**config.mk**
```make
export PLATFORM = sky130hd
export DESIGN_NAME = auc_top
export DESIGN_NICKNAME = d
export VERILOG_FILES = /design/src/hw/auc_pkg.sv /design/src/hw/auc_baud.sv /design/src/hw/auc_top.sv
export SDC_FILE = /design/constraint.sdc
export NUM_CORES = 1
export LEC_CHECK = 0
export ABC_AREA = 1
export BUFFER_PORTS_ARGS = -buffer_cell sky130_fd_sc_hd__buf_2
export CAP_MARGIN = 20
export CORE_MARGIN = 3
export CORE_UTILIZATION = 52
export DETAILED_ROUTE_END_ITERATION = 6
export PLACE_DENSITY = 0.69
export SLEW_MARGIN = 40
export SYNTH_ARGS = -nofsm -noshare
export SYNTH_HDL_FRONTEND = slang
export SYNTH_SLANG_ARGS = --single-unit
```
**constraint.sdc**
```tcl
create_clock -name clk -period 2.89 [get_ports clk]
set_clock_uncertainty 0.1 [all_clocks]
set_input_delay 0.289 -clock clk [delete_from_list [all_inputs] [get_ports clk]]
set_output_delay 0.289 -clock clk [all_outputs]
set_load 0.005 [all_outputs]
```
**src/hw/auc_pkg.sv**
```systemverilog
// constants for the asynchronous serial port control block
package auc_pkg;
  localparam logic [15:0] ADDR_MODE = 16'hffa0;
  localparam logic [15:0] ADDR_STAT = 16'hffa1;
  localparam logic [15:0] ADDR_BRG = 16'hffa2;
  localparam logic [15:0] ADDR_DATA = 16'hff18;
  localparam logic [7:0] MODE_RST = 8'h00;
  localparam logic [7:0] STAT_RST = 8'h00;
  localparam logic [7:0] BRG_RST = 8'h00;
  localparam logic [7:0] DATA_RST = 8'hff;
  localparam logic [7:0] MODE_WMASK = 8'hfe;
  localparam logic [7:0] BRG_WMASK = 8'h7f;
  localparam int MODE_TXE = 7;
  localparam int MODE_RXE = 6;
  localparam int MODE_PS_HI = 5;
  localparam int MODE_PS_LO = 4;
  localparam int MODE_CL = 3;
  localparam int MODE_SL = 2;
  localparam int MODE_ISRM = 1;
  localparam int STAT_PE = 2;
  localparam int STAT_FE = 1;
  localparam int STAT_OVE = 0;
  localparam int BRG_PS_HI = 6;
  localparam int BRG_PS_LO = 4;
  localparam int BRG_DV_HI = 3;
  localparam int BRG_DV_LO = 0;
  localparam logic [1:0] PAR_NONE = 2'h0;
  localparam logic [1:0] PAR_ZERO = 2'h1;
  localparam logic [1:0] PAR_ODD = 2'h2;
  localparam logic [1:0] PAR_EVEN = 2'h3;
  localparam logic [4:0] DIV_BASE = 5'h10;
  localparam logic [2:0] LAST_BIT_7 = 3'h6;
  localparam logic [2:0] LAST_BIT_8 = 3'h7;
  typedef enum logic [4:0] {
    RX_IDLE = 5'b0_0001,
    RX_START = 5'b0_0010,
    RX_DATA = 5'b0_0100,
    RX_PAR = 5'b0_1000,
    RX_STOP = 5'b1_0000
  } auc_rx_e;
  typedef enum logic [5:0] {
    TX_IDLE = 6'b00_0001,
    TX_START = 6'b00_0010,
    TX_DATA = 6'b00_0100,
    TX_PAR = 6'b00_1000,
    TX_STOP1 = 6'b01_0000,
    TX_STOP2 = 6'b10_0000
  } auc_tx_e;
endpackage : auc_pkg

```
**src/hw/auc_baud.sv**
```systemverilog
// bit rate generator: prescaler and 16+k divider with bit and mid-bit strobes
`timescale 1ns/1ps
module auc_baud
  import auc_pkg::*;
(
  input wire logic clk,
  input wire logic rst,
  input wire logic restart,
  input wire logic [2:0] presc_sel,
  input wire logic [3:0] div_sel,
  output logic bit_tick,
  output logic mid_tick
);
  logic [6:0] pre_q, pre_d, mask;
  logic [4:0] div_q, div_d, last, half;
  logic src;

  always_comb begin
    mask = 7'((8'h01 << presc_sel) - 8'h01);
    src = (pre_q & mask) == mask;
    last = DIV_BASE + 5'(div_sel) - 5'h01;
    half = 5'((6'(DIV_BASE) + 6'(div_sel)) >> 1);
    bit_tick = src && (div_q == last);
    mid_tick = src && (div_q == half);
    pre_d = restart ? 7'h00 : pre_q + 7'h01;
    div_d = div_q;
    if (restart) begin
      div_d = 5'h00;
    end else if (src) begin
      div_d = (div_q == last) ? 5'h00 : div_q + 5'h01;
    end
  end

  always_ff @(posedge clk) begin
    if (rst) begin
      pre_q <= 7'h00;
      div_q <= 5'h00;
    end else begin
      pre_q <= pre_d;
      div_q <= div_d;
    end
  end
endmodule : auc_baud

```
**src/hw/auc_top.sv**
```systemverilog
// asynchronous serial port: registers, transmitter, receiver and error flags
`timescale 1ns/1ps
// Operation
// - mode bit7 transmit, bit6 receive enables pins
// - parity codes none, zero, odd, even
// - zero-parity mode never flags parity error
// - stop length bit sends one or two
// - policy bit suppresses completion interrupt on error
// - read-only error status, resets to zero
// - parity mismatch sets parity error flag
// - missing stop bit sets framing error flag
// - only first stop bit is checked
// - reception into unread buffer sets overrun
// - overrun repeats until buffer is read
// - prescaler divides clock by two to n
// - divider divides source by sixteen plus k
// - divider register bit7 zero, resets zero
// - seven-bit characters read with zero msb
// - writing transmit data starts a framed transmission
module auc_top
  import auc_pkg::*;
(
  input wire logic clk,
  input wire logic rst,
  input wire logic [15:0] cpu_addr,
  input wire logic cpu_wr,
  input wire logic cpu_rd,
  input wire logic [7:0] cpu_wdata,
  output logic [7:0] cpu_rdata,
  input wire logic serial_in_pin,
  input wire logic port_pin_out,
  output logic serial_out_pin,
  output logic rx_done_irq,
  output logic tx_busy
);
  import auc_pkg::*;

  function automatic logic par_bit(input logic [7:0] d, input logic [1:0] ps);
    par_bit = (ps == PAR_ODD) ? ~(^d) : (ps == PAR_EVEN) ? (^d) : 1'b0;
  endfunction : par_bit

  logic [7:0] mode_q, mode_d, stat_q, stat_d, brg_q, brg_d, rxb_q, rxb_d, rdata_d;
  logic full_q, full_d;
  logic transmitter_enable, receiver_enable, char_length_sel, stop_length_sel;
  logic error_irq_policy;
  logic [1:0] par_sel;
  logic wr_mode, wr_brg, wr_data, rd_stat, rd_data;
  auc_rx_e rx_q, rx_d;
  auc_tx_e tx_q, tx_d;
  logic [7:0] rsh_q, rsh_d, rx_char, tsh_q, tsh_d;
  logic [2:0] rcnt_q, rcnt_d, tcnt_q, tcnt_d;
  logic rpar_q, rpar_d, rpe_q, rpe_d, tline_q, tline_d;
  logic rx_restart, rx_bit, rx_mid, tx_restart, tx_bit;
  logic rx_done, pe_set, fe_set, rx_err, tx_start;
  logic [2:0] last_bit;

  always_comb begin
    transmitter_enable = mode_q[MODE_TXE];
    receiver_enable = mode_q[MODE_RXE];
    par_sel = mode_q[MODE_PS_HI:MODE_PS_LO];
    char_length_sel = mode_q[MODE_CL];
    stop_length_sel = mode_q[MODE_SL];
    error_irq_policy = mode_q[MODE_ISRM];
    last_bit = char_length_sel ? LAST_BIT_8 : LAST_BIT_7;
    wr_mode = cpu_wr && (cpu_addr == ADDR_MODE);
    wr_brg = cpu_wr && (cpu_addr == ADDR_BRG);
    wr_data = cpu_wr && (cpu_addr == ADDR_DATA);
    rd_stat = cpu_rd && (cpu_addr == ADDR_STAT);
    rd_data = cpu_rd && (cpu_addr == ADDR_DATA);
  end

  auc_baud u_tx_baud (
    .clk(clk),
    .rst(rst),
    .restart(tx_restart),
    .presc_sel(brg_q[BRG_PS_HI:BRG_PS_LO]),
    .div_sel(brg_q[BRG_DV_HI:BRG_DV_LO]),
    .bit_tick(tx_bit),
    .mid_tick()
  );

  auc_baud u_rx_baud (
    .clk(clk),
    .rst(rst),
    .restart(rx_restart),
    .presc_sel(brg_q[BRG_PS_HI:BRG_PS_LO]),
    .div_sel(brg_q[BRG_DV_HI:BRG_DV_LO]),
    .bit_tick(rx_bit),
    .mid_tick(rx_mid)
  );

  // receiver
  always_comb begin
    rx_d = rx_q;
    rsh_d = rsh_q;
    rcnt_d = rcnt_q;
    rpar_d = rpar_q;
    rx_restart = 1'b0;
    rx_done = 1'b0;
    fe_set = 1'b0;
    rx_char = char_length_sel ? rsh_q : {1'b0, rsh_q[7:1]};
    pe_set = (par_sel[1] == 1'b1) && (rpar_q != par_bit(rx_char, par_sel));
    case (rx_q)
      RX_IDLE: begin
        if (receiver_enable && !serial_in_pin) begin
          rx_restart = 1'b1;
          rx_d = RX_START;
        end
      end
      RX_START: begin
        if (rx_mid) begin
          rx_d = serial_in_pin ? RX_IDLE : RX_DATA;
          rcnt_d = 3'h0;
        end
      end
      RX_DATA: begin
        if (rx_mid) begin
          rsh_d = {serial_in_pin, rsh_q[7:1]};
          rcnt_d = rcnt_q + 3'h1;
          if (rcnt_q == last_bit) begin
            rx_d = (par_sel == PAR_NONE) ? RX_STOP : RX_PAR;
          end
        end
      end
      RX_PAR: begin
        if (rx_mid) begin
          rpar_d = serial_in_pin;
          rx_d = RX_STOP;
        end
      end
      RX_STOP: begin
        if (rx_mid) begin
          rx_done = 1'b1;
          fe_set = !serial_in_pin;
          rx_d = RX_IDLE;
        end
      end
      default: rx_d = RX_IDLE;
    endcase
    pe_set = pe_set && rx_done;
    rx_err = pe_set || fe_set || full_q;
    rx_done_irq = rx_done && !(rx_err && error_irq_policy);
  end

  // transmitter
  always_comb begin
    tx_d = tx_q;
    tsh_d = tsh_q;
    tcnt_d = tcnt_q;
    tline_d = tline_q;
    tx_start = wr_data && transmitter_enable && (tx_q == TX_IDLE);
    tx_restart = tx_start;
    case (tx_q)
      TX_IDLE: begin
        tline_d = 1'b1;
        if (tx_start) begin
          tsh_d = cpu_wdata & {char_length_sel, {7{1'b1}}};
          tcnt_d = 3'h0;
          tline_d = 1'b0;
          tx_d = TX_START;
        end
      end
      TX_START: begin
        if (tx_bit) begin
          tline_d = tsh_q[0];
          tx_d = TX_DATA;
        end
      end
      TX_DATA: begin
        if (tx_bit) begin
          tcnt_d = tcnt_q + 3'h1;
          tline_d = tsh_q[tcnt_d];
          if (tcnt_q == last_bit) begin
            tline_d = (par_sel == PAR_NONE) ? 1'b1 : par_bit(tsh_q, par_sel);
            tx_d = (par_sel == PAR_NONE) ? TX_STOP1 : TX_PAR;
          end
        end
      end
      TX_PAR: begin
        if (tx_bit) begin
          tline_d = 1'b1;
          tx_d = TX_STOP1;
        end
      end
      TX_STOP1: begin
        if (tx_bit) begin
          tx_d = stop_length_sel ? TX_STOP2 : TX_IDLE;
        end
      end
      TX_STOP2: begin
        if (tx_bit) begin
          tx_d = TX_IDLE;
        end
      end
      default: tx_d = TX_IDLE;
    endcase
    tx_busy = (tx_q != TX_IDLE);
    serial_out_pin = transmitter_enable ? tline_q : port_pin_out;
  end

  // registers and flags
  always_comb begin
    mode_d = wr_mode ? (cpu_wdata & MODE_WMASK) : mode_q;
    brg_d = wr_brg ? (cpu_wdata & BRG_WMASK) : brg_q;
    stat_d = rd_stat ? STAT_RST : stat_q;
    full_d = rd_data ? 1'b0 : full_q;
    rxb_d = rxb_q;
    if (rx_done) begin
      rxb_d = rx_char;
      full_d = 1'b1;
      stat_d[STAT_PE] = stat_d[STAT_PE] | pe_set;
      stat_d[STAT_FE] = stat_d[STAT_FE] | fe_set;
      stat_d[STAT_OVE] = stat_d[STAT_OVE] | full_q;
    end
    case (cpu_addr)
      ADDR_MODE: rdata_d = mode_q;
      ADDR_STAT: rdata_d = stat_q;
      ADDR_BRG: rdata_d = brg_q;
      ADDR_DATA: rdata_d = rxb_q;
      default: rdata_d = 8'h00;
    endcase
    if (!cpu_rd) begin
      rdata_d = 8'h00;
    end
  end

  always_ff @(posedge clk) begin
    if (rst) begin
      mode_q <= MODE_RST;
      stat_q <= STAT_RST;
      brg_q <= BRG_RST;
      rxb_q <= DATA_RST;
      full_q <= 1'b0;
      cpu_rdata <= 8'h00;
      rx_q <= RX_IDLE;
      rsh_q <= DATA_RST;
      rcnt_q <= 3'h0;
      rpar_q <= 1'b0;
      tx_q <= TX_IDLE;
      tsh_q <= DATA_RST;
      tcnt_q <= 3'h0;
      tline_q <= 1'b1;
    end else begin
      mode_q <= mode_d;
      stat_q <= stat_d;
      brg_q <= brg_d;
      rxb_q <= rxb_d;
      full_q <= full_d;
      cpu_rdata <= rdata_d;
      rx_q <= rx_d;
      rsh_q <= rsh_d;
      rcnt_q <= rcnt_d;
      rpar_q <= rpar_d;
      tx_q <= tx_d;
      tsh_q <= tsh_d;
      tcnt_q <= tcnt_d;
      tline_q <= tline_d;
    end
  end
endmodule : auc_top
```
==> qor.yml, run 1 <==
outcome:
  status: "finished clean"
sta:
  tightestPinTransition_ns: 0.698
  slew_headroom_pct: 53.1
  drv_slew: 0
  fin_setup_tns_ns: 0
  setup_violations: 0
  finalHoldWorstSlack_ns: 0.115
  max_freq_mhz: 362
  finalHoldViolations: 0
  fin_crit_ns: 2.77
  fin_crit_sh_pct: 95.7
synthesis:
  synth_largest_area_cell: "dfxtp_1"
  avgSynthCellArea_sq_um: 6.82
  synth_warnings: 0
  synthCells: 738
  synthTopCellsByArea: "dfxtp_1 37%, nand2_1 14%, inv_1 6.6%, a21oi_1 6.3%, nor2_1 5.7%"
  synth_seq_area_share_pct: 37.0
  ys_types: 43
  ys_ff_latch: 93
  synth.top_cell.area_share_pct: 37.0
  synth_nets: 776
  syn_area_sq_mm: 0.00503
pwr:
  p_leak_nw: 2.55
  ir_drop_mv: 0.432
  power-per-cell-area_mw_per_mm2: 539
global_routing:
  antenna_found_initial: 0
  grt_pass1_vias: 4574
  grt_use_met3_pct: 2.86
  grt_use_total_pct: 23.3
  grt_overflow: 0
  use_met1_pct: 29.8
  grt_use_met2_pct: 40.3
  grt_pass1_wl_um: 21000
  grt_max_degree: 26
  busiest_layer: "met2"
cells_and_area:
  drive_above_1_share_pct: 13.1
  diodes: 0
  fill_cells: 912
  area_delta_synth_final_pct: 12.5
  nets: 826
clock_tree:
  cts_tree: "yes"
  clk_latency_ns: 0.37
  cts_made_buffers: 9
  cts.sinks: 93
  root_buffer: "clkbuf_8"
  clk_pin_slew_ns: 0.11
  htreeDepth: 3
  cts_hold_buf: 0
  clockBufferDepth: 2
drt:
  drcViolationCount: 0
  post_drt_wl_per_cell_um: 13.7
  ant_nets: 0
  viasPerCell: 5.35
  drt_iter0_markers: 358
  dr.pass1.iters: 5
  via_count: 4935
  totalWireLength_um: 12600
critical_path:
  worstPathArrival_ns: 2.38
  path_class: "reg2out"
  critPathMaxFanout: 5
  reg2reg_depth: 13
  cp_data_required_time_ns: 2.50
  cp-start-kind: "flop"
  end_kind: "output pin"
floorplanning:
  die_h_um: 104
  io_pins: 41
  die_w_um: 104
  core_sq_mm: 0.00933
  initial_utilization_pct: 54.0
  rows: 35
  die-area_sq_mm: 0.0109
place:
  hpwl_um: 9670
  gp_congestion: 0.858
  port_buffers: 40
hold_path:
  hold_class: "in2reg"
  whs_path_depth: 3
flow_run:
  cap_viol_max_count: 0
-- synthesized netlist by cell type, drive strengths merged --
library cell / count
nand2: 200
dfxtp: 93
inv: 89
nor2: 81
a21oi: 64
o21ai: 45
nand3: 43
nand4: 18
o211ai: 16
nor3: 12
xor2: 12
ha: 8
buf: 7
clkbuf: 7
nor4: 7
xnor2: 7
nor3b: 5
a221oi: 4
nand3b: 4
o21a: 4
clkinv: 3
a211oi: 1
a22oi: 1
a31o: 1
a31oi: 1
and2: 1
o221ai: 1
o22ai: 1
o311ai: 1
or2: 1
-- area by class of cell --
cell class                      instances  area (sq um)  area share [%]
Inverter                               92           357            6.29
Clock inverter                          7          63.8            1.13
Multi-Input combinational cell        539          2790            49.3
Timing Repair Buffer                   53           298            5.26
Clock buffer                            9           124            2.19
Tap cell                              129           161            2.85
Sequential cell                        93          1870            33.0
-- final timing paths --
path              slack [ns]           to         start
hold / removal          0.11     tsh_q[7]  cpu_wdata[7]
setup / recovery        0.12  rx_done_irq      brg_q[5]
hold reg to reg         0.37    stat_q[1]     stat_q[1]
setup reg to reg        0.52      rx_q[3]      brg_q[5]
-- timing repair --
action | CTS | global route
setup endpoints to repair | 1 | 1
buffers inserted | 2 | 3
endpoints found under the hold margin | 0 | 0
pin swaps | 1 | 6
gates resized for setup | 3 | 16
-- worst max-delay path, stage by stage, from the launching register on --
cell	delay, ns
dfxtp_4	0.38
nor2_4	0.15
nand2_2	0.10
ha_4	0.27
o21ai_1	0.05
nor2_1	0.15
nand3_2	0.11
nor2_4	0.17
nand3_4	0.12
inv_4	0.10
nand2_1	0.07
nand2_1	0.06
inv_1	0.03
nand2_1	0.07
a21oi_2	0.05
buf_2	0.12
-- power breakdown --
group	internal [W]	switching, W
clock network	0.000333	0.000514
logic	0.000284	0.000499
registers	0.00136	0.0000661
total	0.00198	0.00108
-- kinds of logic after synthesis --
| kind of cell | Yosys count | share of synthesized area, % |
|---|---|---|
| buffers and inverters | 106 | 8.20 |
| adders and majority gates | 8 | 1.99 |
| AOI/OAI and AO/OA | 140 | 15.9 |
| and+or+nand+nor | 372 | 33.6 |
| DFF | 93 | 37.0 |
| xor gates and xnor gates | 19 | 3.31 |
-- flip-flops by register name, indices dropped and copies added (netlist names), 7 cells and up --
register	count
u_tx_baud.pre_q	7
rsh_q	8
tsh_q	8
u_rx_baud.pre_q	7
rxb_q	8
brg_q	7
mode_q	7
cpu_rdata	8
-- per-stage QoR --
| stage | area [sq um] | worst slack [ns] | total power (W) | cells | utilization (%) |
|---|---|---|---|---|---|
| 2_1_floorplan | 5030 | 0.559 | 0.00205 | 738 | - |
| 3_3_place_gp | 5390 | 0.294 | 0.00221 | 901 | 57.8 |
| 3_5_place_dp | 5390 | 0.198 | 0.00223 | 901 | 57.8 |
| 4_1_cts | 5600 | 0.0388 | 0.00307 | 919 | 60.0 |
| 5_1_grt | 5670 | -0.0275 | 0.00324 | 922 | 60.7 |
| 6_report | 5670 | 0.124 | 0.00306 | 922 | 60.7 |
-- placed cells by master (no fill, tap or decap), types with 4 or more instances in the layout --
cell type	instances
a21oi_1	62
inv_1	85
buf_2	40
nand3b_1	4
clkbuf_8	9
buf_4	13
nand3_2	4
inv_6	4
nor3b_1	5
nor3_1	12
ha_1	7
nor4_1	5
nand4_1	18
xnor2_1	7
nor2_1	75
nand2_1	192
nand3_1	38
o211ai_1	16
xor2_1	12
nand2_4	4
o21ai_1	6
o21a_1	4
dfxtp_1	90
nand2_2	4
a221oi_1	4
o21ai_0	36
-- layer usage --
| layer | wire (um) | share of wire [%] |
|---|---|---|
| met1 | 5570 | 44 |
| met2 | 6190 | 49 |
| met3 | 582 | 4.6 |
| met4 | 281 | 2.2 |
| met5 | 0 | 0 |
No activity file was read; power rests on OpenSTA's default activity.
==> run 2: changes to the inputs <==
Settings changed: PLACE_DENSITY 0.69 to 0.72.
Clock period 2.89 ns to 2.3 ns, I/O delays scaled along.
==> run 2 against run 1 <==
Effect of this change: the flow now finishes with violations (negative setup slack); non-clock buffer count increased by 29; die area unchanged; sequential power increased by 25%; largest cell class unchanged; routed wire length increased by 8.3%; power increased by 30%; largest power group unchanged; clock power increased by 28%; combinational power increased by 39%; worst setup slack got worse by 0.45 ns; first-iteration DRC count decreased by 3.9%; hold slack got worse by 0.063 ns; sequential share of layout area decreased by 2.3 points; sequential cell count unchanged.
==> qor.yml, run 2 (synthesized netlist as in run 1, its figures left out) <==
global_routing:
  antenna_found_initial: 0  # unchanged
  grt_pass1_wl_um: 21800  # +3.9%
  grt_pass1_vias: 4880  # +6.7%
  grt_overflow: 0  # unchanged
  grt_use_total_pct: 24.2  # +0.86 points
  grt_max_degree: 22  # -15%
sta:
  finalHoldViolations: 0  # unchanged
  setup_ws_ns: -0.324  # -0.448 ns
  slew_headroom_pct: 62.9  # +9.9 points
  fin_setup_tns_ns: -0.324  # -0.324 ns
  max_freq_mhz: 381
  fin_crit_sh_pct: 114
  drv_slew: 0  # unchanged
  fin_crit_ns: 2.62
  tightestPinTransition_ns: 0.555  # -0.143 ns
  rsz0062_at_grt: "true"
  setup_violations: 1  # +1
drt:
  post_drt_wl_per_cell_um: 14.3  # +4.6%
  drcViolationCount: 0  # unchanged
  dr.pass1.iters: 5  # unchanged
  viasPerCell: 5.37  # +0.39%
  totalWireLength_um: 13700  # +8.3%
  via_count: 5126  # +3.9%
  drt_iter0_markers: 344  # -3.9%
  ant_nets: 0  # unchanged
floorplanning:
  die_w_um: 104  # unchanged
  io_pins: 41  # unchanged
  die_h_um: 104  # unchanged
  die-area_sq_mm: 0.0109  # unchanged
  rows: 35  # unchanged
  initial_utilization_pct: 54.0  # unchanged
  core_sq_mm: 0.00933  # unchanged
critical_path:
  r2r_slack_ns: 0.03  # -0.49 ns
  cpLargestDelayFamily: "simple AND/OR/NAND/NOR gates"
  cp_num_buf_inv: 1  # -2
  cp-start-kind: "flop"
  reg2reg_depth: 13  # unchanged
  max_stage_delay_ns: 0.38  # about the same
  slowest_stage: "dfxtp_4"
  path_class: "reg2out"
  cp_data_required_time_ns: 1.97  # -0.53 ns
  critPathMaxFanout: 5  # unchanged
  end_kind: "output pin"
  path_depth: 14  # -1
  cp_cell_sequence: "nor2_4, nand2_4, ha_4, o21ai_0, nand2_1, nand3_2, nand3_2, nor2_4, nand3_4, nor2_2, nand3_1, nand2_1, a21oi_2, buf_2"
  worstPathArrival_ns: 2.29  # -0.09 ns
place:
  hpwl_um: 9730  # +0.62%
  dp_cells: 919  # +2.0%
  gp_congestion: 0.857  # -0.10%
  pre_cts_slack_ns: -0.00934  # -0.207 ns
  port_buffers: 40  # unchanged
cells_and_area:
  nets: 858  # +3.9%
  instances_no_fill: 954  # +3.5%
  area_delta_synth_final_pct: 21.1
  diodes: 0  # unchanged
  layout_common_cells: "165 x nand2_1, 88 x dfxtp_1, 83 x inv_1"
  layout_commonest_cell: "nand2_1"
  drive_above_1_share_pct: 21.9  # +8.8 points
hold_path:
  hold_class: "in2reg"
  whs_path_depth: 3  # unchanged
pwr:
  p_switching_w: 0.00143  # +32%
  combPwrFrac_pct: 27.4  # +1.8 points
  p_int_w: 0.00253  # +28%
  p_leak_nw: 2.71  # +6.4%
  power_switching_share_pct: 36.1  # +0.74 points
  ir_drop_mv: 0.554  # +28%
  power-per-cell-area_mw_per_mm2: 650  # +20%
  clkPwrFrac_pct: 27.4  # -0.3 points
  pwr-share-seq_pct: 45.2  # -1.4 points
clock_tree:
  cts.sinks: 93  # unchanged
  cts_hold_buf: 0  # unchanged
  cts_tree: "yes"
  root_buffer: "clkbuf_8"
  cts_made_buffers: 9  # unchanged
  clk_latency_ns: 0.37  # about the same
  clk_pin_slew_ns: 0.11  # about the same
  htreeDepth: 3  # unchanged
  clockBufferDepth: 2  # unchanged
flow_run:
  cap_viol_max_count: 0  # unchanged
outcome:
  status: "finished, violations left"
  violations: "negative setup slack"
==> run 2: layout make-up <==
type | count | area (sq um)
fillers | 812 | 3230
multi-input cells | 541 | 2970
flip-flops and latches | 93 | 1880
repair buffers | 82 | 538
inverters | 92 | 354
well taps | 129 | 161
clock buffers | 9 | 124
clock inverters | 7 | 63.8
repair inverters | 1 | 7.51
==> run 2: final timing paths <==
| path | from | to |
|---|---|---|
| setup / recovery | brg_q[4] | rx_done_irq |
| hold / removal | cpu_wdata[7] | mode_q[7] |
| setup reg to reg | brg_q[4] | rpar_q |
| hold reg to reg | u_tx_baud.pre_q[0] | u_tx_baud.pre_q[0] |
==> run 2: per-layer routing <==
layer  track usage [%]  routed length, um  vias to the layer above
met5                 0                  0                        -
met4              11.1                427                        0
met3              3.10                597                       35
li1                  -                  -                     2595
met2              42.8               6750                      137
met1              29.0               5890                     2359
==> run 2: through the flow <==
stage / cell area (sq um) / power, W / hold slack (ns) / utilization (%)
3_5_place_dp: 5520 / 0.00282 / 0.355 / 59.2
5_1_grt: 6100 / 0.00419 / 0.0563 / 65.4
6_report: 6100 / 0.00396 / 0.0519 / 65.4
3_3_place_gp: 5520 / 0.00278 / 0.347 / 59.2
4_1_cts: 5920 / 0.00388 / 0.0413 / 63.5
2_1_floorplan: 5030 / 0.00257 / 0.260 / -
==> run 2: power groups by stage <==
stage / clock (W) / combinational [W] / sequential [W]
global route: 0.00115 / 0.00124 / 0.00180
floorplan: 0 / 0.000762 / 0.00181
finish: 0.00108 / 0.00109 / 0.00179
global placement: 0 / 0.000954 / 0.00182
CTS: 0.00109 / 0.000996 / 0.00179
detailed placement: 0 / 0.000987 / 0.00183
==> run 2: worst reg2reg max path, delay by kind of cell (launching register included) <==
kind / cells / cell delay, ns
flip-flops: 1 / 0.38
adder cells (fa/ha/maj): 1 / 0.18
AND/OR/NAND/NOR: 8 / 1.01
buffers and inverters: 1 / 0.19
AO/OA/AOI/OAI: 3 / 0.30
==> run 2: what timing repair did <==
item	4_1_cts	5_1_grt
endpoints found under the hold margin	0	0
gates cloned	0	3
endpoints found under the setup margin	5	30
setup buffers	20	7
pin swaps	14	26
resized for setup	24	55
